## config.mk

```make
export PLATFORM = sky130hd
export DESIGN_NAME = host_port_control
export DESIGN_NICKNAME = d
export VERILOG_FILES = /design/src/host_port_pkg.sv /design/src/reg_access_if.sv /design/src/axil_port.sv /design/src/egress_edit.sv /design/src/host_port_control.sv
export SDC_FILE = /design/constraint.sdc
export NUM_CORES = 1
export LEC_CHECK = 0
export CAP_MARGIN = 20
export CORE_UTILIZATION = 25
export DETAILED_ROUTE_END_ITERATION = 7
export DONT_BUFFER_PORTS = 1
export GPL_ROUTABILITY_DRIVEN = 0
export MAX_ROUTING_LAYER = met4
export PLACE_DENSITY = 0.49
export SYNTH_ARGS = -nofsm -noshare
export SYNTH_HDL_FRONTEND = slang
export SYNTH_SLANG_ARGS = --single-unit
```

## constraint.sdc

```tcl
create_clock -name core_clk -period 5.5 [get_ports core_clk]
set_input_delay 1.65 -clock core_clk [delete_from_list [all_inputs] [get_ports core_clk]]
set_output_delay 1.65 -clock core_clk [all_outputs]
set_load 0.005 [all_outputs]
```

## src/host_port_pkg.sv

```systemverilog
package host_port_pkg;
  localparam int IDX_W = 10;
  localparam int ADDR_W = 12;
  localparam int REG_W = 16;
  // Register indices; byte address is four times the index
  localparam logic [IDX_W-1:0] IDX_CTRL_ONE = 10'h09C;
  localparam logic [IDX_W-1:0] IDX_CTRL_TWO = 10'h09E;
  localparam logic [IDX_W-1:0] IDX_DEF_TAG = 10'h0A0;
  localparam logic [IDX_W-1:0] IDX_STATUS = 10'h0B0;
  // Control one fields
  localparam int B_MULTI_Q = 0;
  localparam int B_TAG_REM = 1;
  localparam int B_TAG_INS = 2;
  // Control two fields
  localparam int B_MEMB_LSB = 0;
  localparam int MEMB_W = 3;
  localparam int B_CEIL = 3;
  localparam int B_TX_SNIFF = 5;
  localparam int B_RX_SNIFF = 6;
  localparam int B_SNIFFER = 7;
  localparam int B_LEARN_DIS = 8;
  localparam int B_RX_EN = 9;
  localparam int B_TX_EN = 10;
  localparam int B_BACKPR = 11;
  localparam int B_NON_DEF_VID = 13;
  localparam int B_VLAN_FILT = 14;
  localparam int MEMB_HOST = 2;
  // Default tag fields
  localparam int VID_LSB = 0;
  localparam int VID_W = 12;
  localparam int B_CFI = 12;
  localparam int PRIO_LSB = 13;
  localparam int PRIO_W = 3;
  // Reset values and writable masks
  localparam logic [REG_W-1:0] CTRL_ONE_RST = 16'h0000;
  localparam logic [REG_W-1:0] CTRL_TWO_RST = 16'h0607;
  localparam logic [REG_W-1:0] DEF_TAG_RST = 16'h0001;
  localparam logic [REG_W-1:0] CTRL_ONE_MASK = 16'h0007;
  localparam logic [REG_W-1:0] CTRL_TWO_MASK = 16'h6FEF;
  localparam logic [REG_W-1:0] DEF_TAG_MASK = 16'hFFFF;
  localparam logic [1:0] RESP_OKAY = 2'h0;
  localparam logic [1:0] RESP_SLVERR = 2'h2;
  typedef enum logic {WR_IDLE, WR_RESP} wr_state_e;
endpackage

```

## src/reg_access_if.sv

```systemverilog
`timescale 1ns/10ps
`default_nettype none
interface reg_access_if;
  import host_port_pkg::*;
  logic wr_en;
  logic [IDX_W-1:0] wr_idx;
  logic [31:0] wr_data;
  logic [3:0] wr_strb;
  logic wr_ok;
  logic [IDX_W-1:0] rd_idx;
  logic [31:0] rd_data;
  logic rd_ok;
  modport bus (output wr_en, wr_idx, wr_data, wr_strb, rd_idx,
    input wr_ok, rd_data, rd_ok);
  modport regs (input wr_en, wr_idx, wr_data, wr_strb, rd_idx,
    output wr_ok, rd_data, rd_ok);
endinterface
`default_nettype wire

```

## src/axil_port.sv

```systemverilog
`timescale 1ns/10ps
`default_nettype none
module axil_port
  import host_port_pkg::*;
(
  input wire logic core_clk, // Clock
  input wire logic rst, // Async reset
  input wire logic [ADDR_W-1:0] awaddr, // Write address
  input wire logic awvalid, // Write address valid
  output logic awready, // Write address ready
  input wire logic [31:0] wdata, // Write data
  input wire logic [3:0] wstrb, // Byte strobes
  input wire logic wvalid, // Write data valid
  output logic wready, // Write data ready
  output logic [1:0] bresp, // Write response
  output logic bvalid, // Response valid
  input wire logic bready, // Response ready
  input wire logic [ADDR_W-1:0] araddr, // Read address
  input wire logic arvalid, // Read address valid
  output logic arready, // Read address ready
  output logic [31:0] rdata, // Read data
  output logic [1:0] rresp, // Read response
  output logic rvalid, // Read valid
  input wire logic rready, // Read ready
  reg_access_if.bus ra // Register side
);
  function automatic logic [IDX_W-1:0] word_idx(
    input logic [ADDR_W-1:0] a);
    return a[ADDR_W-1:2];
  endfunction

  wr_state_e wst_q;
  logic aw_have_q, w_have_q;
  logic [ADDR_W-1:0] awaddr_q;
  logic [31:0] wdata_q;
  logic [3:0] wstrb_q;
  logic [1:0] bresp_q, rresp_q;
  logic rvalid_q;
  logic [31:0] rdata_q;

  // The write commits one cycle after both halves are held
  assign awready = !aw_have_q && wst_q == WR_IDLE;
  assign wready = !w_have_q && wst_q == WR_IDLE;
  assign ra.wr_en = aw_have_q && w_have_q && wst_q == WR_IDLE;
  assign ra.wr_idx = word_idx(awaddr_q);
  assign ra.wr_data = wdata_q;
  assign ra.wr_strb = wstrb_q;
  assign bvalid = wst_q == WR_RESP;
  assign bresp = bresp_q;

  always_ff @(posedge core_clk or posedge rst) begin
    if (rst) begin
      aw_have_q <= 1'b0;
      awaddr_q <= '0;
    end else if (awvalid && awready) begin
      aw_have_q <= 1'b1;
      awaddr_q <= awaddr;
    end else if (ra.wr_en) begin
      aw_have_q <= 1'b0;
    end
  end

  always_ff @(posedge core_clk or posedge rst) begin
    if (rst) begin
      w_have_q <= 1'b0;
      wdata_q <= '0;
      wstrb_q <= '0;
    end else if (wvalid && wready) begin
      w_have_q <= 1'b1;
      wdata_q <= wdata;
      wstrb_q <= wstrb;
    end else if (ra.wr_en) begin
      w_have_q <= 1'b0;
    end
  end

  always_ff @(posedge core_clk or posedge rst) begin
    if (rst) begin
      wst_q <= WR_IDLE;
      bresp_q <= RESP_OKAY;
    end else begin
      case (wst_q)
        WR_IDLE: begin
          if (ra.wr_en) begin
            wst_q <= WR_RESP;
            bresp_q <= ra.wr_ok ? RESP_OKAY : RESP_SLVERR;
          end
        end
        WR_RESP: begin
          if (bready) begin
            wst_q <= WR_IDLE;
          end
        end
        default: wst_q <= WR_IDLE;
      endcase
    end
  end

  assign arready = !rvalid_q;
  assign ra.rd_idx = word_idx(araddr);
  assign rvalid = rvalid_q;
  assign rdata = rdata_q;
  assign rresp = rresp_q;

  always_ff @(posedge core_clk or posedge rst) begin
    if (rst) begin
      rvalid_q <= 1'b0;
      rdata_q <= '0;
      rresp_q <= RESP_OKAY;
    end else if (arvalid && arready) begin
      rvalid_q <= 1'b1;
      rdata_q <= ra.rd_ok ? ra.rd_data : '0;
      rresp_q <= ra.rd_ok ? RESP_OKAY : RESP_SLVERR;
    end else if (rready) begin
      rvalid_q <= 1'b0;
    end
  end
endmodule
`default_nettype wire

```

## src/egress_edit.sv

```systemverilog
`timescale 1ns/10ps
`default_nettype none
module egress_edit
  import host_port_pkg::*;
(
  input wire logic core_clk, // Clock
  input wire logic rst, // Async reset
  input wire logic tag_ins, // Insert enable
  input wire logic tag_rem, // Strip enable
  input wire logic multi_q, // Four queue mode
  input wire logic tx_en, // Transmit enable
  input wire logic sniffer, // Mirror destination
  input wire logic tx_sniff, // Transmit monitor
  input wire logic eg_valid, // Egress packet
  input wire logic eg_tagged, // Arrived tagged
  input wire logic eg_monitored, // Marked monitored
  input wire logic [VID_W-1:0] eg_src_vid, // Ingress port default VID
  input wire logic [1:0] eg_class, // Priority class
  output logic eg_done_q, // Decision valid
  output logic eg_send_q, // Packet goes out
  output logic eg_insert_q, // Add a tag
  output logic eg_strip_q, // Remove the tag
  output logic [VID_W-1:0] eg_tag_vid_q, // VID to insert
  output logic [1:0] eg_queue_q, // Output queue
  output logic eg_copy_q // Copy to mirror port
);
  logic pass;
  // Monitored copies only leave here when this port is the sniffer
  assign pass = tx_en && (!eg_monitored || sniffer);

  always_ff @(posedge core_clk or posedge rst) begin
    if (rst) begin
      eg_done_q <= 1'b0;
      eg_send_q <= 1'b0;
      eg_insert_q <= 1'b0;
      eg_strip_q <= 1'b0;
      eg_tag_vid_q <= '0;
      eg_queue_q <= '0;
      eg_copy_q <= 1'b0;
    end else begin
      eg_done_q <= eg_valid;
      eg_send_q <= eg_valid && pass;
      eg_insert_q <= eg_valid && tag_ins && !eg_tagged;
      eg_strip_q <= eg_valid && tag_rem && eg_tagged;
      eg_tag_vid_q <= eg_src_vid;
      eg_queue_q <= multi_q ? eg_class : 2'h0;
      eg_copy_q <= eg_valid && tx_sniff && tx_en;
    end
  end

  property p_ins;
    @(posedge core_clk) disable iff (rst)
    eg_valid && tag_ins && !eg_tagged |=> eg_insert_q;
  endproperty
  a_ins: assert property (p_ins) else $error("tag not inserted");
  property p_keep;
    @(posedge core_clk) disable iff (rst)
    eg_valid && eg_tagged |=> !eg_insert_q ##0 eg_tag_vid_q == $past(eg_src_vid);
  endproperty
  a_keep: assert property (p_keep) else $error("tagged packet altered");
  property p_strip;
    @(posedge core_clk) disable iff (rst)
    eg_strip_q |-> $past(tag_rem) && $past(eg_tagged);
  endproperty
  a_strip: assert property (p_strip) else $error("bad tag removal");
  property p_queue;
    @(posedge core_clk) disable iff (rst)
    !multi_q |=> eg_queue_q == 2'h0;
  endproperty
  a_queue: assert property (p_queue) else $error("queue in single mode");
  property p_txblock;
    @(posedge core_clk) disable iff (rst)
    !tx_en |=> !eg_send_q && !eg_copy_q;
  endproperty
  a_txblock: assert property (p_txblock) else $error("sent while blocked");
endmodule
`default_nettype wire

```

## src/host_port_control.sv

```systemverilog
// Overview of operation
// - Control-one bit 2 adds a tag to untagged packets leaving the host port.
// - Already tagged packets stay as is; inserted tag uses ingress port VID.
// - Control-one bit 1 strips tags from tagged packets leaving the host port.
// - Control-one bit 0 selects four output queues; clear means one queue.
// - Bit 14 drops packets whose VLAN membership excludes the host port.
// - Bit 13 drops packets whose VID differs from the port default VID.
// - Bit 11 enables half-duplex back pressure; resets to zero.
// - Bit 10 enables transmission on the host port; resets to one.
// - Bit 9 enables reception on the host port; resets to one.
// - Bit 8 set disables source address learning; clear allows learning.
// - Bit 7 makes the host port the mirror destination for monitored packets.
// - Bit 6 mirrors every received packet that is not dropped to the mirror destination.
// - Bit 5 mirrors every transmitted packet to the mirror destination.
// - Bit 3 caps packet priority at the default tag user priority.
// - Bits 2:0 are port membership, host/port2/port1, resetting to 111.
// - Host port traffic goes only to member ports.
// - Default tag holds priority 15:13, CFI 12, VID 11:0; VID resets 1.
`timescale 1ns/10ps
`default_nettype none
module host_port_control
  import host_port_pkg::*;
#(
  parameter int PORTS = 3 // Switch ports incl. host port
) (
  input wire logic core_clk, // 100 MHz clock
  input wire logic rst, // Async reset, active high
  input wire logic [ADDR_W-1:0] awaddr, // AXI write address
  input wire logic awvalid, // AXI write address valid
  output logic awready, // AXI write address ready
  input wire logic [31:0] wdata, // AXI write data
  input wire logic [3:0] wstrb, // AXI byte strobes
  input wire logic wvalid, // AXI write data valid
  output logic wready, // AXI write data ready
  output logic [1:0] bresp, // AXI write response
  output logic bvalid, // AXI response valid
  input wire logic bready, // AXI response ready
  input wire logic [ADDR_W-1:0] araddr, // AXI read address
  input wire logic arvalid, // AXI read address valid
  output logic arready, // AXI read address ready
  output logic [31:0] rdata, // AXI read data
  output logic [1:0] rresp, // AXI read response
  output logic rvalid, // AXI read valid
  input wire logic rready, // AXI read ready
  input wire logic in_valid, // Ingress packet header strobe
  input wire logic in_tagged, // Packet carries a tag
  input wire logic [VID_W-1:0] in_vid, // Tag VID
  input wire logic [PRIO_W-1:0] in_prio, // Tag priority
  input wire logic [PORTS-1:0] in_vlan_memb, // VLAN table membership
  output logic in_done_q, // Ingress decision valid
  output logic in_drop_q, // Discard packet
  output logic in_learn_q, // Learn source address
  output logic in_copy_q, // Copy to mirror port
  output logic [PORTS-2:0] in_fwd_mask_q, // Allowed destinations
  output logic [VID_W-1:0] in_vid_q, // Classified VID
  output logic [PRIO_W-1:0] in_prio_q, // Priority after ceiling
  input wire logic eg_valid, // Egress packet strobe
  input wire logic eg_tagged, // Arrived tagged
  input wire logic eg_monitored, // Marked monitored
  input wire logic [VID_W-1:0] eg_src_vid, // Ingress port default VID
  input wire logic [1:0] eg_class, // Priority class
  output logic eg_done_q, // Egress decision valid
  output logic eg_send_q, // Packet goes out
  output logic eg_insert_q, // Add a tag
  output logic eg_strip_q, // Remove the tag
  output logic [VID_W-1:0] eg_tag_vid_q, // VID to insert
  output logic [1:0] eg_queue_q, // Output queue
  output logic eg_copy_q, // Copy to mirror port
  output logic back_pressure_q, // Half-duplex back pressure
  output logic port_rx_en_q, // Reception enabled
  output logic port_tx_en_q // Transmission enabled
);
  reg_access_if ra ();

  logic [REG_W-1:0] ctrl_one_q, ctrl_two_q, def_tag_q;
  logic [REG_W-1:0] drop_cnt_q;
  logic [VID_W-1:0] port_default_vlan_id;
  logic [PRIO_W-1:0] ceil_prio, eff_prio;
  logic [VID_W-1:0] eff_vid;
  logic drop;

  if (PORTS != MEMB_W) begin
    $error("PORTS must match the membership field width");
  end

  function automatic logic [REG_W-1:0] merge(
    input logic [REG_W-1:0] old,
    input logic [31:0] data,
    input logic [3:0] strb,
    input logic [REG_W-1:0] mask);
    logic [REG_W-1:0] nv;
    nv = old;
    if (strb[0]) begin
      nv[7:0] = data[7:0];
    end
    if (strb[1]) begin
      nv[15:8] = data[15:8];
    end
    return nv & mask;
  endfunction

  // One decode for every write target keeps strobe and answer consistent
  function automatic logic wr_hit(input logic en,
    input logic [IDX_W-1:0] idx, input logic [IDX_W-1:0] target);
    return en && idx == target;
  endfunction

  axil_port u_bus (
    .core_clk(core_clk),
    .rst(rst),
    .awaddr(awaddr),
    .awvalid(awvalid),
    .awready(awready),
    .wdata(wdata),
    .wstrb(wstrb),
    .wvalid(wvalid),
    .wready(wready),
    .bresp(bresp),
    .bvalid(bvalid),
    .bready(bready),
    .araddr(araddr),
    .arvalid(arvalid),
    .arready(arready),
    .rdata(rdata),
    .rresp(rresp),
    .rvalid(rvalid),
    .rready(rready),
    .ra(ra)
  );

  // Status is read-only; writing it answers with an error
  assign ra.wr_ok = wr_hit(1'b1, ra.wr_idx, IDX_CTRL_ONE) ||
    wr_hit(1'b1, ra.wr_idx, IDX_CTRL_TWO) ||
    wr_hit(1'b1, ra.wr_idx, IDX_DEF_TAG);

  always_comb begin
    ra.rd_ok = 1'b1;
    ra.rd_data = '0;
    case (ra.rd_idx)
      IDX_CTRL_ONE: ra.rd_data[REG_W-1:0] = ctrl_one_q;
      IDX_CTRL_TWO: ra.rd_data[REG_W-1:0] = ctrl_two_q;
      IDX_DEF_TAG: ra.rd_data[REG_W-1:0] = def_tag_q;
      IDX_STATUS: ra.rd_data[REG_W-1:0] = drop_cnt_q;
      default: ra.rd_ok = 1'b0;
    endcase
  end

  always_ff @(posedge core_clk or posedge rst) begin
    if (rst) begin
      ctrl_one_q <= CTRL_ONE_RST;
    end else if (wr_hit(ra.wr_en, ra.wr_idx, IDX_CTRL_ONE)) begin
      ctrl_one_q <= merge(ctrl_one_q, ra.wr_data, ra.wr_strb,
        CTRL_ONE_MASK);
    end
  end

  // Reserved bits are masked off so they always read back as zero
  always_ff @(posedge core_clk or posedge rst) begin
    if (rst) begin
      ctrl_two_q <= CTRL_TWO_RST;
    end else if (wr_hit(ra.wr_en, ra.wr_idx, IDX_CTRL_TWO)) begin
      ctrl_two_q <= merge(ctrl_two_q, ra.wr_data, ra.wr_strb,
        CTRL_TWO_MASK);
    end
  end

  always_ff @(posedge core_clk or posedge rst) begin
    if (rst) begin
      def_tag_q <= DEF_TAG_RST;
    end else if (wr_hit(ra.wr_en, ra.wr_idx, IDX_DEF_TAG)) begin
      def_tag_q <= merge(def_tag_q, ra.wr_data, ra.wr_strb,
        DEF_TAG_MASK);
    end
  end

  always_ff @(posedge core_clk or posedge rst) begin
    if (rst) begin
      back_pressure_q <= 1'b0;
      port_rx_en_q <= 1'b1;
      port_tx_en_q <= 1'b1;
    end else begin
      back_pressure_q <= ctrl_two_q[B_BACKPR];
      port_rx_en_q <= ctrl_two_q[B_RX_EN];
      port_tx_en_q <= ctrl_two_q[B_TX_EN];
    end
  end

  assign port_default_vlan_id = def_tag_q[VID_LSB +: VID_W];
  assign ceil_prio = def_tag_q[PRIO_LSB +: PRIO_W];
  // A null VID takes the port default VID, as an untagged packet does
  assign eff_vid = (in_tagged && in_vid != '0) ? in_vid : port_default_vlan_id;
  assign eff_prio = in_tagged ? in_prio : ceil_prio;

  assign drop = !ctrl_two_q[B_RX_EN] ||
    (ctrl_two_q[B_VLAN_FILT] && !in_vlan_memb[MEMB_HOST]) ||
    (ctrl_two_q[B_NON_DEF_VID] && eff_vid != port_default_vlan_id);

  always_ff @(posedge core_clk or posedge rst) begin
    if (rst) begin
      in_done_q <= 1'b0;
      in_drop_q <= 1'b0;
      in_learn_q <= 1'b0;
      in_copy_q <= 1'b0;
      in_fwd_mask_q <= '0;
      in_vid_q <= '0;
      in_prio_q <= '0;
    end else begin
      in_done_q <= in_valid;
      in_drop_q <= in_valid && drop;
      in_learn_q <= in_valid && !drop && !ctrl_two_q[B_LEARN_DIS];
      in_copy_q <= in_valid && !drop && ctrl_two_q[B_RX_SNIFF];
      in_fwd_mask_q <= (in_valid && !drop) ?
        ctrl_two_q[B_MEMB_LSB +: PORTS-1] : '0;
      in_vid_q <= eff_vid;
      in_prio_q <= (ctrl_two_q[B_CEIL] && eff_prio > ceil_prio) ?
        ceil_prio : eff_prio;
    end
  end

  // Counts discards; wraps silently, software reads deltas
  always_ff @(posedge core_clk or posedge rst) begin
    if (rst) begin
      drop_cnt_q <= '0;
    end else if (in_valid && drop) begin
      drop_cnt_q <= drop_cnt_q + 16'h0001;
    end
  end

  egress_edit u_egress (
    .core_clk(core_clk),
    .rst(rst),
    .tag_ins(ctrl_one_q[B_TAG_INS]),
    .tag_rem(ctrl_one_q[B_TAG_REM]),
    .multi_q(ctrl_one_q[B_MULTI_Q]),
    .tx_en(ctrl_two_q[B_TX_EN]),
    .sniffer(ctrl_two_q[B_SNIFFER]),
    .tx_sniff(ctrl_two_q[B_TX_SNIFF]),
    .eg_valid(eg_valid),
    .eg_tagged(eg_tagged),
    .eg_monitored(eg_monitored),
    .eg_src_vid(eg_src_vid),
    .eg_class(eg_class),
    .eg_done_q(eg_done_q),
    .eg_send_q(eg_send_q),
    .eg_insert_q(eg_insert_q),
    .eg_strip_q(eg_strip_q),
    .eg_tag_vid_q(eg_tag_vid_q),
    .eg_queue_q(eg_queue_q),
    .eg_copy_q(eg_copy_q)
  );

  property p_filter;
    @(posedge core_clk) disable iff (rst)
    in_valid && ctrl_two_q[B_VLAN_FILT] && !in_vlan_memb[MEMB_HOST]
      |=> in_drop_q && !in_learn_q;
  endproperty
  a_filter: assert property (p_filter) else $error("filter miss");
  property p_vid_match;
    @(posedge core_clk) disable iff (rst)
    in_valid && ctrl_two_q[B_NON_DEF_VID] && in_tagged && in_vid != '0 &&
      in_vid != port_default_vlan_id |=> in_drop_q;
  endproperty
  a_vid_match: assert property (p_vid_match) else $error("VID kept");
  property p_rxen;
    @(posedge core_clk) disable iff (rst)
    in_drop_q && !$past(ctrl_two_q[B_VLAN_FILT]) &&
      !$past(ctrl_two_q[B_NON_DEF_VID]) |-> !$past(ctrl_two_q[B_RX_EN]);
  endproperty
  a_rxen: assert property (p_rxen) else $error("spurious drop");
  property p_learn;
    @(posedge core_clk) disable iff (rst)
    in_learn_q |-> !$past(ctrl_two_q[B_LEARN_DIS]) && !in_drop_q;
  endproperty
  a_learn: assert property (p_learn) else $error("learned");
  property p_ceil;
    @(posedge core_clk) disable iff (rst)
    in_valid && ctrl_two_q[B_CEIL] |=> in_prio_q <= $past(ceil_prio);
  endproperty
  a_ceil: assert property (p_ceil) else $error("ceiling passed");
  property p_fwd;
    @(posedge core_clk) disable iff (rst)
    (in_fwd_mask_q & ~$past(ctrl_two_q[B_MEMB_LSB +: PORTS-1])) == '0;
  endproperty
  a_fwd: assert property (p_fwd) else $error("non-member fwd");
  property p_bp;
    @(posedge core_clk) disable iff (rst)
    ra.wr_en && ra.wr_idx == IDX_CTRL_TWO && ra.wr_strb[1]
      |=> ##1 back_pressure_q == $past(ra.wr_data[B_BACKPR], 2);
  endproperty
  a_bp: assert property (p_bp) else $error("back pressure lag");
  property p_rsvd;
    @(posedge core_clk) disable iff (rst)
    (ctrl_two_q & ~CTRL_TWO_MASK) == '0 ##0
      (ctrl_one_q & ~CTRL_ONE_MASK) == '0;
  endproperty
  a_rsvd: assert property (p_rsvd) else $error("reserved bit set");

  // Decisions follow the registers as sampled on the header edge
  property p_learn_on;
    @(posedge core_clk) disable iff (rst)
    in_valid && !drop && !ctrl_two_q[B_LEARN_DIS] |=> in_learn_q;
  endproperty
  a_learn_on: assert property (p_learn_on) else $error("no learning");
  property p_rxcopy;
    @(posedge core_clk) disable iff (rst)
    in_valid && !drop && ctrl_two_q[B_RX_SNIFF] |=> in_copy_q;
  endproperty
  a_rxcopy: assert property (p_rxcopy) else $error("copy missing");
  property p_nocopy;
    @(posedge core_clk) disable iff (rst)
    !ctrl_two_q[B_RX_SNIFF] |=> !in_copy_q;
  endproperty
  a_nocopy: assert property (p_nocopy) else $error("stray copy");
  property p_memb;
    @(posedge core_clk) disable iff (rst)
    in_valid && !drop |=>
      in_fwd_mask_q == $past(ctrl_two_q[B_MEMB_LSB +: PORTS-1]);
  endproperty
  a_memb: assert property (p_memb) else $error("member lost");

  // Level outputs trail the register by exactly one cycle
  property p_txlvl;
    @(posedge core_clk) disable iff (rst)
    port_tx_en_q == $past(ctrl_two_q[B_TX_EN]);
  endproperty
  a_txlvl: assert property (p_txlvl) else $error("tx level");
  property p_rxlvl;
    @(posedge core_clk) disable iff (rst)
    port_rx_en_q == $past(ctrl_two_q[B_RX_EN]);
  endproperty
  a_rxlvl: assert property (p_rxlvl) else $error("rx level");

  property p_defvid;
    @(posedge core_clk) disable iff (rst)
    in_valid && !in_tagged |=> in_vid_q == $past(port_default_vlan_id);
  endproperty
  a_defvid: assert property (p_defvid) else $error("default VID");
  property p_ceil_off;
    @(posedge core_clk) disable iff (rst)
    in_valid && in_tagged && !ctrl_two_q[B_CEIL] |=> in_prio_q == $past(in_prio);
  endproperty
  a_ceil_off: assert property (p_ceil_off) else $error("prio moved");
  property p_cnt;
    @(posedge core_clk) disable iff (rst)
    in_valid && drop |=> drop_cnt_q == $past(drop_cnt_q) + 16'h0001;
  endproperty
  a_cnt: assert property (p_cnt) else $error("drop count");
endmodule
`default_nettype wire

```

; ---- Word-level counts from Yosys, hierarchy flattened
; Index checks and enable logic that the tools add are counted.
[word_totals]
register_bits = 161
input_bits = 104
out_inout_bits = 84
elab_cells = 113
[classes]
addsub = 1
n_lt_le_gt_ge = 1
n_eq_ne = 8
muxes = 18
bitwise = 1
n_reduce_logical = 51
[op_table]
columns = operator, n
row1 = == test 10 x 8 -> 1 bit (second input constant), 7
row2 = one-hot mux 16 bit (4 select lines), 1
row3 = logical AND 1 bit, 26
row4 = adder 16 x 1 -> 16 bit (second input constant), 1
row5 = two-way mux 16 bit, 1
row6 = two-way mux 12 bit, 1
row7 = != test 12 bit, 1
row8 = AND reduction 2 bit, 6
row9 = nonzero test 12 bit, 1
row10 = logical NOT 1 bit, 9
row11 = two-way mux 1 bit, 8
row12 = two-way mux 2 bit, 4
row13 = two-way mux 3 bit, 2
row14 = nonzero test 2 bit, 3
row15 = logical OR 1 bit, 5
row16 = OR reduction 4 bit, 1
row17 = greater-than comparator 3 bit, 1
row18 = one-hot mux 1 bit (2 select lines), 1
row19 = NOT 1 bit, 1

; ---- Longest topological paths before layout
; Gate-level depths: netlist (run 1).
[depth]
word_depth = 9
mapped_depth = 8
mapped_depth_nobuf = 8

; ---- By module
; A second synthesis (run 1) with hierarchy kept.
[hier_totals]
cells_unflattened = 598
area_unflattened_um2 = 7619.8
[by_module_without_submodules]
columns = module, instances, cells_per_inst, area_each_um2, seq_area_each_um2
row1 = axil_port, 1, 272, 3631.0, 2102.0
row2 = host_port_control, 1, 297, 3460.8, 1811.7
row3 = egress_edit, 1, 29, 528.0, 475.5

; ---- Worst setup path before layout (run 1)
; OpenSTA, ideal clock, no wires.
[synth_path]
path_type = in2reg
from = in in_vid[5]
to = reg drop_cnt_q[5]
setup_ns = 0.138
t_arrival_ns = 2.835
setup_slack_ns = 2.527
path_stages = 6
cell_sequence = xnor2_1 > nand4_1 > nor4_2 > buf_2 > nor4_1 > xor2_1
[synth_via]
elab_chain_len = 7
[synth_lines]
columns = item, line
row1 = from (decl), host_port_control.sv:47  ; input wire logic [VID_W-1:0] in_vid,
row2 = nonzero test 12 bit, host_port_control.sv:191  ; assign eff_vid = (in_tagged && in_vid != '0) ? in_vid : port_default_vlan_id;
row3 = logical AND 1 bit, host_port_control.sv:191
row4 = two-way mux 12 bit *, host_port_control.sv:191
row5 = != test 12 bit *, host_port_control.sv:196  ; (ctrl_two_q[B_NON_DEF_VID] && eff_vid != port_default_vlan_id);
row6 = logical AND 1 bit *, host_port_control.sv:196
row7 = logical OR 1 bit *, host_port_control.sv:195  ; (ctrl_two_q[B_VLAN_FILT] && !in_vlan_memb[MEMB_HOST]) ||
row8 = logical AND 1 bit *, host_port_control.sv:224  ; end else if (in_valid && drop) begin
row9 = to (signal assigned), host_port_control.sv:225  ; drop_cnt_q <= drop_cnt_q + 16'h0001;
row10 = to (decl), host_port_control.sv:76  ; logic [REG_W-1:0] drop_cnt_q;
; Mark *: on every way between the ends. The rest lies on a longest branch, timed or not.
; A chain may end at the register's enable or synchronous reset.

; ---- Worst setup path in the final report (run 1)
[layout_path]
from = in araddr[3]
to = reg u_bus.rdata_q[10] (netlist: u_bus.rdata[10])
[layout_via]
elab_chain_len = 4
word_cells_on_any_way = 8
classes_between = eq/ne (4) / mux (3) / reduce/logical (1)
[layout_lines]
columns = item, line
row1 = from (decl), host_port_control.sv:38  ; input wire logic [ADDR_W-1:0] araddr,
row2 = == test 10 x 8 -> 1 bit, host_port_control.sv:139  ; case (ra.rd_idx)
row3 = OR reduction 4 bit (no line), n/a
row4 = two-way mux 1 bit, host_port_control.sv:139
row5 = two-way mux 16 bit *, axil_port.sv:112  ; rdata_q <= ra.rd_ok ? ra.rd_data : '0;
row6 = to (signal assigned), axil_port.sv:112
row7 = to (decl), axil_port.sv:39  ; logic [31:0] rdata_q;
; Marks and branches as above.

==> insert_results.sql, run 1 <==
INSERT INTO impl_metrics (metric_group, metric, value, unit) VALUES
('grt', 'antenna_found_initial', '4', ''),
('routing', 'firstDrtPassIters', '5', ''),
('place', 'io_buffers', '0', ''),
('logic_synthesis', 'synth_ff_type', 'dfrtp_1', ''),
('critical_path', 'worst-endpoint-arrival', '3.50', 'ns'),
('grt', 'grt_pass1_wl', '22.6', 'mm'),
('clock_network', 'worst_setup_hold_path_clk_slew', '0.06', 'ns'),
('place', 'dp_hpwl', '11.0', 'mm'),
('logic_synthesis', 'syn-mean-instance-area', '12.8', 'µm²'),
('critical_path', 'setup.worst_path.class', 'in -> reg', ''),
('pwr', 'vdd_ir_drop_max', '202', 'µV'),
('logic_synthesis', 'synthesis.area', '6020', 'µm²'),
('logic_synthesis', 'synth.yosys.warnings', '0', ''),
('routing', 'postRouteAntennaNets', '0', ''),
('logic_synthesis', 'async_flop_share', '1.00', ''),
('timing', 'grt_setup_unrepaired', 'no', ''),
('logic_synthesis', 'syn_inst', '470', ''),
('grt', 'grt_max_degree', '109', ''),
('logic_synthesis', 'netlist.area_leader.share', '0.553', ''),
('clock_network', 'postCtsHoldBufs', '0', ''),
('status', 'outcome', 'completed', ''),
('die', 'starting_density_of_the_core', '0.256', ''),
('timing', 'max_slew_margin', '0.289', ''),
('critical_path', 'cp-end-kind', 'register', ''),
('routing', 'detailroute.via_count', '3640', ''),
('logic_synthesis', 'synth-seq-cells', '141', ''),
('clock_network', 'clock-sinks', '141', ''),
('timing', 'postLayoutSetupSlackWorst', '2.33', 'ns'),
('flow_run', 'drv.max_cap_violation_count', '0', ''),
('die', 'ioPinCount', '188', ''),
('die', 'core.rowCount', '56', ''),
('logic_synthesis', 'synth_sequential_area_ratio', '0.587', ''),
('critical_path', 'startpoint_type', 'input pin', ''),
('timing', 'maxClockFrequency', '316', 'MHz'),
('clock_network', 'post_cts.resized_instances', '0', ''),
('routing', 'dr.first_iter.drc_count', '227', ''),
('clock_network', 'cts_buffers', '17', ''),
('grt', 'vias_in_the_first_global_route', '3854', ''),
('die', 'die_h', '157', 'µm'),
('cells_and_area', 'postLayoutCellArea', '7020', 'µm²'),
('place', 'place_area', '6330', 'µm²'),
('hold_path', 'timing.hold.worst.class', 'reg -> reg', ''),
('cells_and_area', 'area.growth.synth_to_final', '16.5', '%'),
('timing', 'final_period_util', '0.576', ''),
('die', 'die_area', '24700', 'µm²'),
('timing', 'max_slew.worst_pin.slew', '1.06', 'ns'),
('pwr', 'totalPowerFinal', '3000', 'µW'),
('logic_synthesis', 'netlist_top_cells_area', 'dfrtp_1, mux2_2, dfstp_2', ''),
('grt', 'congestion_overflow_gr', '0', ''),
('clock_network', 'clk-insertion-delay-late', '0.42', 'ns'),
('timing', 'finalClockSkew', '0.00735', 'ns'),
('logic_synthesis', 'most_used_standard_cells_in_the_synthesized_netlist', 'dfrtp_1, mux2_2, nand2_1, nor2_1, buf_4', ''),
('clock_network', 'cts.path.max_buffers', '2', ''),
('critical_path', 'reg2regPathDepth', '4', ''),
('die', 'placeableCoreArea', '23500', 'µm²'),
('critical_path', 'crit_fanout', '13', ''),
('pwr', 'power_density', '427', 'nW/µm²'),
('clock_network', 'cts_htree_levels', '4', ''),
('cells_and_area', 'n_fill_cell', '2420', ''),
('routing', 'via_per_inst', '4.46', ''),
('clock_network', 'ctsRootBufferMaster', 'clkbuf_16', ''),
('critical_path', 'timing.critical_path.required', '5.84', 'ns'),
('cells_and_area', 'final_net_count', '588', ''),
('timing', 'setup_total_negative_slack', '0', 'ns'),
('cells_and_area', 'share_of_final_layout_standard_cells_stronger_than_drive_strength_1', '0.272', ''),
('timing', 'finalSetupViolations', '0', ''),
('timing', 'slew_viol_final', '0', ''),
('routing', 'drt-total-wl', '14.8', 'mm'),
('clock_network', 'tritoncts', 'done', ''),
('timing', 'hold_violations', '0', ''),
('logic_synthesis', 'synth_top_cell_by_area', 'dfrtp_1', ''),
('die', 'x_dimension_of_the_die', '157', 'µm'),
('logic_synthesis', 'yosys.cell_count.top_type', 'dfrtp_1', ''),
('routing', 'avgRoutedWirePerCell', '18.1', 'µm'),
('timing', 'layout_min_cycle_time', '3.17', 'ns'),
('clock_network', 'cts_setup_buffers', '0', ''),
('routing', 'detail_route.drc_violations', '0', ''),
('grt', 'grt_use_total', '0.129', ''),
('pwr', 'power_leakage', '0.00310', 'µW'),
('place', 'pre_cts_setup_slack', '1.92', 'ns'),
('hold_path', 'min_path_cells', '0', ''),
('logic_synthesis', 'synth-edff-count', '0', ''),
('logic_synthesis', 'synth.lib_cells_used.distinct', '48', '');
path summary, 6_finish.rpt:
check	startpoint	slack, ns	endpoint
max	araddr[3]	2.33	u_bus.rdata[10]
min	ctrl_two_q[9]	0.40	port_rx_en_q
max reg2reg	u_bus.bvalid	3.41	def_tag_q[10]
min reg2reg	ctrl_two_q[9]	0.40	port_rx_en_q
max in group asynchronous	rst	3.77	port_tx_en_q
min in group asynchronous	rst	1.01	def_tag_q[15]
cell type report:
type	count	area (µm²)	area share
Inverter	13	53.8	0.00766
Tap cell	319	399	0.0569
Antenna cell	4	10.0	0.00143
Clock inverter	12	213	0.0303
Multi-Input combinational cell	302	2310	0.329
Clock buffer	20	437	0.0622
Timing Repair Buffer	5	57.6	0.00820
Sequential cell	141	3540	0.504
critical path, stage by stage:
cell     delay, ns
or4b_1        0.61
nor2b_1       0.86
a22oi_1       0.17
o21ai_0       0.20
where the power goes:
| group | internal, µW | switching (µW) |
|---|---|---|
| registers | 1210 | 150 |
| clock network | 812 | 460 |
| logic | 201 | 164 |
| total | 2230 | 774 |
per-layer routing:
metal  share of wire  track usage  up-vias
met5               0            -        -
met2            0.47        0.199      143
met1            0.42        0.147     1832
met3           0.078       0.0548       21
met4           0.029       0.0527        0
li1                -            -     1644
per-stage QoR:
step                      utilization  cells  hold slack [ns]
after global routing            0.298    816            0.418
after detailed placement        0.269    779            0.398
after global placement          0.269    779            0.396
final                           0.298    816            0.404
after CTS                       0.297    811            0.406
after floorplan                     -    487            0.371
state kept, by name (all words and copies together) (netlist names), 2 cells and up:
signal                 flops
ctrl_one_q                 3
ctrl_two_q                13
def_tag_q                 16
drop_cnt_q                16
in_fwd_mask_q              2
in_prio_q                  3
in_vid_q                  12
u_bus.awaddr_q            10
u_bus.ra.wr_data          16
u_bus.ra.wr_strb           2
u_bus.rdata               16
u_egress.eg_queue_q        2
u_egress.eg_tag_vid_q     12
cell families after synthesis:
kind of cell,Yosys count,synth area share
AOI/OAI and AO/OA,44,0.0476
xor gates and xnor gates,27,0.0393
adders and majority gates,4,0.00831
buffers and inverters,44,0.0395
DFF,141,0.587
muxes,93,0.172
other,1,0.000623
and+or+nand+nor,116,0.106
layout by cell type, fill, tap and decap left out, types with 9 or more instances in the layout:
| master | count |
|---|---|
| nand3_1 | 9 |
| nor4_1 | 12 |
| o21ai_0 | 14 |
| inv_1 | 11 |
| dfrtp_1 | 133 |
| nand2_1 | 27 |
| mux2i_1 | 11 |
| xor2_1 | 13 |
| nor2_1 | 20 |
| xnor2_1 | 14 |
| mux2_2 | 82 |
| conb_1 | 18 |
| clkbuf_16 | 17 |
(Power assumes the default switching activity.)
==> run 2, diff against run 1 <==
--- a/config.mk
+++ b/config.mk
@@ -11,7 +11,7 @@
 export DONT_BUFFER_PORTS = 1
 export GPL_ROUTABILITY_DRIVEN = 0
 export MAX_ROUTING_LAYER = met4
-export PLACE_DENSITY = 0.49
+export PLACE_DENSITY = 0.47
 export SYNTH_ARGS = -nofsm -noshare
 export SYNTH_HDL_FRONTEND = slang
 export SYNTH_SLANG_ARGS = --single-unit
==> constraint.sdc (replaced) <==
create_clock -name core_clk -period 3.2 [get_ports core_clk]
set_input_delay 0.96 -clock core_clk [delete_from_list [all_inputs] [get_ports core_clk]]
set_output_delay 0.96 -clock core_clk [all_outputs]
set_load 0.005 [all_outputs]
==> insert_results.sql, run 2 (synthesized netlist as in run 1, its figures left out) <==
INSERT INTO impl_metrics (metric_group, metric, value, unit) VALUES
('clock_network', 'cts.path.max_buffers', '2', ''),
('timing', 'max_slew_margin', '0.512', ''),
('critical_path', 'cp-end-kind', 'register', ''),
('place', 'place_area', '6380', 'µm²'),
('die', 'x_dimension_of_the_die', '157', 'µm'),
('grt', 'grt_pass1_wl', '23.1', 'mm'),
('cells_and_area', 'n_fill_cell', '2459', ''),
('grt', 'grt_max_degree', '103', ''),
('clock_network', 'cts_setup_buffers', '0', ''),
('clock_network', 'cts_buffers', '17', ''),
('die', 'ioPinCount', '188', ''),
('hold_path', 'timing.hold.worst.class', 'reg -> reg', ''),
('cells_and_area', 'share_of_final_layout_standard_cells_stronger_than_drive_strength_1', '0.282', ''),
('cells_and_area', 'final_net_count', '592', ''),
('timing', 'slew_viol_final', '0', ''),
('grt', 'antenna_found_initial', '5', ''),
('pwr', 'power_leakage', '0.00307', 'µW'),
('clock_network', 'cts_htree_levels', '4', ''),
('cells_and_area', 'area.growth.synth_to_final', '15.3', '%'),
('die', 'die_area', '24700', 'µm²'),
('clock_network', 'post_cts.resized_instances', '0', ''),
('routing', 'dr.first_iter.drc_count', '227', ''),
('timing', 'max_slew.worst_pin.slew', '0.730', 'ns'),
('routing', 'detail_route.drc_violations', '0', ''),
('place', 'pre_cts_setup_slack', '0.587', 'ns'),
('routing', 'drt-total-wl', '14.8', 'mm'),
('critical_path', 'r2r_end', 'def_tag_q[14]', ''),
('timing', 'postLayoutSetupSlackWorst', '1.06', 'ns'),
('pwr', 'vdd_ir_drop_max', '301', 'µV'),
('critical_path', 'startpoint_type', 'input pin', ''),
('status', 'outcome', 'completed', ''),
('die', 'placeableCoreArea', '23500', 'µm²'),
('routing', 'via_per_inst', '4.44', ''),
('cells_and_area', 'multiInputGateArea', '2310', 'µm²'),
('place', 'io_buffers', '0', ''),
('critical_path', 'timing.critical_path.required', '3.54', 'ns'),
('critical_path', 'timing.critical_path.from', 'in_vid[3]', ''),
('routing', 'postRouteAntennaNets', '0', ''),
('routing', 'avgRoutedWirePerCell', '18.0', 'µm'),
('place', 'dp_hpwl', '11.1', 'mm'),
('critical_path', 'crit_fanout', '10', ''),
('die', 'die_h', '157', 'µm'),
('critical_path', 'regToRegSetupSlack', '1.10', 'ns'),
('pwr', 'power_density', '692', 'nW/µm²'),
('clock_network', 'ctsRootBufferMaster', 'clkbuf_16', ''),
('cells_and_area', 'layout.cells.most_common_list', 'dfrtp_1, mux2_2, nand2_1', ''),
('timing', 'final_period_util', '0.670', ''),
('critical_path', 'crit_end', 'in_learn_q', ''),
('die', 'core.rowCount', '56', ''),
('timing', 'maxClockFrequency', '467', 'MHz'),
('critical_path', 'regToRegStartpoint', 'u_bus.bvalid', ''),
('cells_and_area', 'final-seq-area', '3540', 'µm²'),
('routing', 'firstDrtPassIters', '4', ''),
('timing', 'finalClockSkew', '0.0101', 'ns'),
('timing', 'setup_total_negative_slack', '0', 'ns'),
('timing', 'hold_violations', '0', ''),
('critical_path', 'reg2regPathDepth', '4', ''),
('critical_path', 'worst-endpoint-arrival', '2.48', 'ns'),
('cells_and_area', 'mostFrequentLayoutCell', 'dfrtp_1', ''),
('grt', 'congestion_overflow_gr', '0', ''),
('timing', 'grt_setup_unrepaired', 'no', ''),
('flow_run', 'drv.max_cap_violation_count', '0', ''),
('clock_network', 'postCtsHoldBufs', '0', ''),
('grt', 'grt_use_total', '0.133', ''),
('die', 'starting_density_of_the_core', '0.256', ''),
('timing', 'layout_min_cycle_time', '2.14', 'ns'),
('clock_network', 'clk-insertion-delay-late', '0.42', 'ns'),
('clock_network', 'clock-sinks', '141', ''),
('critical_path', 'setup.worst_path.class', 'in -> reg', ''),
('cells_and_area', 'postLayoutCellArea', '6940', 'µm²'),
('clock_network', 'worst_setup_hold_path_clk_slew', '0.06', 'ns'),
('grt', 'vias_in_the_first_global_route', '3801', ''),
('timing', 'finalSetupViolations', '0', ''),
('clock_network', 'tritoncts', 'done', ''),
('routing', 'detailroute.via_count', '3642', '');
run 2: cell count changes in the layout (fill, tap and decap cells not counted), sizes merged:
cell / previous run / this run
bufinv: 5 / 0
buf: 5 / 9
inv: 14 / 17
clkinvlp: 1 / 3
clkbuf: 20 / 19
clkinv: 5 / 6
diode: 4 / 5
run 2: per-stage QoR:
| stage | power (µW) | std cells | hold WS, ns | utilization |
|---|---|---|---|---|
| after floorplan | 2840 | 487 | 0.371 | - |
| after global placement | 2980 | 784 | 0.396 | 0.271 |
| after detailed placement | 3010 | 784 | 0.401 | 0.271 |
| after CTS | 4860 | 816 | 0.410 | 0.294 |
| after global routing | 5060 | 821 | 0.419 | 0.295 |
| final | 4800 | 821 | 0.407 | 0.295 |
run 2: critical path, stage by stage:
cell and delay (ns):
nor4_1 0.35, buf_4 0.19, a31oi_1 0.13, nor2_2 0.42, o21a_1 0.25, nor2b_1 0.18
run 2: final cells by class:
| cell class | instances | area share |
|---|---|---|
| antenna | 5 | 0.00180 |
| clock buffer | 19 | 0.0638 |
| clock inverter | 13 | 0.0153 |
| inverter | 13 | 0.00757 |
| multi-input combinational | 302 | 0.333 |
| sequential | 141 | 0.510 |
| tap | 319 | 0.0575 |
| timing repair buffer | 9 | 0.0115 |
run 2: power breakdown:
part / internal (µW) / switching [µW]
sequential: 2080 / 253
clock: 1030 / 809
combinational: 348 / 279
run 2: how the worst min path moves through the flow:
stage                         from               to  slack [ns]  depth (start not counted)
CTS                  ctrl_two_q[9]     port_rx_en_q        0.41                          0
detailed placement   ctrl_two_q[9]     port_rx_en_q        0.40                          0
finish               ctrl_two_q[9]     port_rx_en_q        0.41                          0
floorplan           ctrl_two_q[11]  back_pressure_q        0.37                          0
global route         ctrl_two_q[9]     port_rx_en_q        0.42                          0
global placement     ctrl_two_q[9]     port_rx_en_q        0.40                          0
run 2: layer usage:
metal  vias to the layer above  wire length, µm  part of all wire  GRT usage
met1                      1821             6200              0.42      0.157
met3                        13             1370             0.093     0.0600
met5                         -                0                 0          -
met4                         0              236             0.016     0.0485
met2                       147             6960              0.47      0.197
li1                       1661                -                 -          -
==> run 3, diff against run 2 <==
--- a/config.mk
+++ b/config.mk
@@ -5,6 +5,7 @@
 export SDC_FILE = /design/constraint.sdc
 export NUM_CORES = 1
 export LEC_CHECK = 0
+export ABC_AREA = 1
 export CAP_MARGIN = 20
 export CORE_UTILIZATION = 25
 export DETAILED_ROUTE_END_ITERATION = 7
==> constraint.sdc (replaced) <==
create_clock -name core_clk -period 2.22 [get_ports core_clk]
set_input_delay 0.666 -clock core_clk [delete_from_list [all_inputs] [get_ports core_clk]]
set_output_delay 0.666 -clock core_clk [all_outputs]
set_load 0.005 [all_outputs]
==> insert_results.sql, run 3 <==
INSERT INTO impl_metrics (metric_group, metric, value, unit) VALUES
('pwr', 'power_leakage', '0.00347', 'µW'),
('cells_and_area', 'mostFrequentLayoutCell', 'nand2_1', ''),
('die', 'starting_density_of_the_core', '0.254', ''),
('clock_network', 'cts_setup_buffers', '0', ''),
('logic_synthesis', 'yosys.cell_count.top_type', 'nand2_1', ''),
('routing', 'firstDrtPassIters', '4', ''),
('logic_synthesis', 'synth.yosys.warnings', '0', ''),
('grt', 'antenna_found_initial', '0', ''),
('place', 'io_buffers', '0', ''),
('routing', 'detailroute.via_count', '4671', ''),
('clock_network', 'cts.path.max_buffers', '2', ''),
('logic_synthesis', 'syn_inst', '729', ''),
('pwr', 'p_int', '5090', 'µW'),
('place', 'dpl.cell_count', '1053', ''),
('logic_synthesis', 'synth-edff-count', '0', ''),
('timing', 'hold_violations', '0', ''),
('logic_synthesis', 'synth.lib_cells_used.distinct', '32', ''),
('cells_and_area', 'area.growth.synth_to_final', '15.9', '%'),
('clock_network', 'post_cts.resized_instances', '0', ''),
('timing', 'grt_setup_unrepaired', 'no', ''),
('place', 'dp_hpwl', '12.4', 'mm'),
('cells_and_area', 'n_antenna_cell', '0', ''),
('pwr', 'power_frac_clock', '0.411', ''),
('pwr', 'combinationalPowerShare', '0.142', ''),
('logic_synthesis', 'most_used_standard_cells_in_the_synthesized_netlist', 'nand2_1, dfrtp_1, inv_1, nor2_1, o21ai_0', ''),
('flow_run', 'drv.max_cap_violation_count', '0', ''),
('die', 'die_h', '162', 'µm'),
('cells_and_area', 'post_layout_nonfiller_instances', '1085', ''),
('logic_synthesis', 'synth_top_cell_by_area', 'dfrtp_1', ''),
('clock_network', 'cts_buffers', '17', ''),
('logic_synthesis', 'netlist_top_cells_area', 'dfrtp_1, nand2_1, inv_1', ''),
('timing', 'max_slew.worst_pin.slew', '0.500', 'ns'),
('routing', 'postRouteAntennaNets', '0', ''),
('logic_synthesis', 'synth-seq-cells', '141', ''),
('logic_synthesis', 'netlist.area_leader.share', '0.522', ''),
('logic_synthesis', 'syn-mean-instance-area', '8.74', 'µm²'),
('pwr', 'totalPowerFinal', '7210', 'µW'),
('logic_synthesis', 'synth_ff_type', 'dfrtp_1', ''),
('critical_path', 'setup.worst_path.class', 'reg -> reg', ''),
('critical_path', 'cp-end-kind', 'register', ''),
('pwr', 'power_spent_charging_and_discharging_nets', '2120', 'µW'),
('critical_path', 'crit_fanout', '4', ''),
('clock_network', 'ctsRootBufferMaster', 'clkbuf_16', ''),
('critical_path', 'worst-endpoint-arrival', '2.27', 'ns'),
('clock_network', 'postCtsHoldBufs', '0', ''),
('pwr', 'switching_share', '0.294', ''),
('grt', 'grt_max_degree', '89', ''),
('routing', 'via_per_inst', '4.31', ''),
('clock_network', 'cts_htree_levels', '4', ''),
('routing', 'avgRoutedWirePerCell', '15.5', 'µm'),
('pwr', 'pwr-share-seq', '0.446', ''),
('timing', 'layout_min_cycle_time', '1.96', 'ns'),
('clock_network', 'clk-insertion-delay-late', '0.43', 'ns'),
('status', 'outcome', 'completed', ''),
('pwr', 'power_density', '976', 'nW/µm²'),
('timing', 'finalSetupViolations', '0', ''),
('cells_and_area', 'final_net_count', '850', ''),
('routing', 'drt-total-wl', '16.8', 'mm'),
('critical_path', 'timing.critical_path.required', '2.54', 'ns'),
('grt', 'grt_use_total', '0.139', ''),
('cells_and_area', 'layout.cells.most_common_list', 'nand2_1, dfrtp_1, inv_1', ''),
('die', 'die_area', '26100', 'µm²'),
('clock_network', 'tritoncts', 'done', ''),
('timing', 'max_slew_margin', '0.666', ''),
('die', 'ioPinCount', '188', ''),
('grt', 'vias_in_the_first_global_route', '4578', ''),
('die', 'core.rowCount', '58', ''),
('cells_and_area', 'share_of_final_layout_standard_cells_stronger_than_drive_strength_1', '0.113', ''),
('logic_synthesis', 'synthesis.area', '6370', 'µm²'),
('logic_synthesis', 'synth_sequential_area_ratio', '0.555', ''),
('die', 'placeableCoreArea', '25100', 'µm²'),
('timing', 'maxClockFrequency', '511', 'MHz'),
('logic_synthesis', 'async_flop_share', '1.00', ''),
('pwr', 'vdd_ir_drop_max', '508', 'µV'),
('place', 'place_area', '6770', 'µm²'),
('critical_path', 'startpoint_type', 'register', ''),
('routing', 'dr.first_iter.drc_count', '264', ''),
('grt', 'congestion_overflow_gr', '0', ''),
('grt', 'grt_pass1_wl', '26.0', 'mm'),
('clock_network', 'worst_setup_hold_path_clk_slew', '0.06', 'ns'),
('timing', 'finalClockSkew', '0.00808', 'ns'),
('routing', 'detail_route.drc_violations', '0', ''),
('cells_and_area', 'postLayoutCellArea', '7390', 'µm²'),
('die', 'x_dimension_of_the_die', '162', 'µm'),
('clock_network', 'clock-sinks', '141', ''),
('cells_and_area', 'n_fill_cell', '2700', ''),
('timing', 'slew_viol_final', '0', ''),
('timing', 'final_period_util', '0.881', ''),
('hold_path', 'timing.hold.worst.class', 'in -> async', '');
run 3: kinds of logic after synthesis:
family | synth area share
adder cells (fa/ha/maj) | 0.00785
XOR/XNOR | 0.00412
AO/OA/AOI/OAI | 0.0958
AND/OR/NAND/NOR | 0.217
flip-flops | 0.555
multiplexers | 0.0177
buffers and inverters | 0.102
other | 0.000588
run 3: routing by layer:
layer | share of wire | wire [µm] | GRT usage
met5 | 0 | 0 | -
met2 | 0.45 | 7610 | 0.204
met3 | 0.065 | 1090 | 0.0462
met1 | 0.46 | 7750 | 0.172
met4 | 0.022 | 367 | 0.0622
run 3: stage by stage:
| stage | TNS [ns] | hold slack [ns] | setup slack (ns) | util |
|---|---|---|---|---|
| after global placement | -1.56 | 0.369 | -0.117 | 0.270 |
| after CTS | 0 | 0.208 | 0.118 | 0.294 |
| after global routing | 0 | 0.221 | 0.0339 | 0.294 |
| after floorplan | -26.94 | 0.361 | -0.203 | - |
| final | 0 | 0.197 | 0.265 | 0.294 |
| after detailed placement | -1.70 | 0.370 | -0.119 | 0.270 |
run 3: critical path, stage by stage, from the launching register on:
cell and delay [ns]:
dfrtp_1 0.41, inv_1 0.10, nor3_2 0.22, nand3_1 0.12
nor2_1 0.17, nand2_1 0.12, nor3_1 0.20, nand4_1 0.17
nor3_2 0.16, nand2_1 0.07, nand2_1 0.06, nand2_1 0.04
run 3: power groups by stage:
stage / clock, µW / combinational (µW) / sequential [µW]
final: 2970 / 1030 / 3220
after CTS: 3070 / 1050 / 3220
after global placement: 0 / 1010 / 3260
after global routing: 3160 / 1200 / 3270
after detailed placement: 0 / 1050 / 3260
after floorplan: 0 / 830 / 3200
run 3: worst paths after layout:
kind	from	end	slack, ns	cells after the start
setup reg to reg	drop_cnt_q[2]	drop_cnt_q[15]	0.26	11
min in group core_clk	eg_src_vid[6]	u_egress.eg_tag_vid_q[6]	0.26	0
max in group asynchronous	rst	ctrl_two_q[10]	1.53	2
hold reg to reg	ctrl_two_q[9]	port_rx_en_q	0.38	0
hold / removal	rst	u_egress.eg_insert_q	0.20	2
setup / recovery	drop_cnt_q[2]	drop_cnt_q[15]	0.26	11
run 3: area by class of cell:
class / count / area, µm² / area share
sequential: 141 / 3540 / 0.479
multi-input combinational: 459 / 2260 / 0.306
tap: 330 / 413 / 0.0559
clock buffer: 19 / 453 / 0.0613
clock inverter: 13 / 154 / 0.0208
inverter: 105 / 398 / 0.0539
timing repair buffer: 18 / 173 / 0.0234
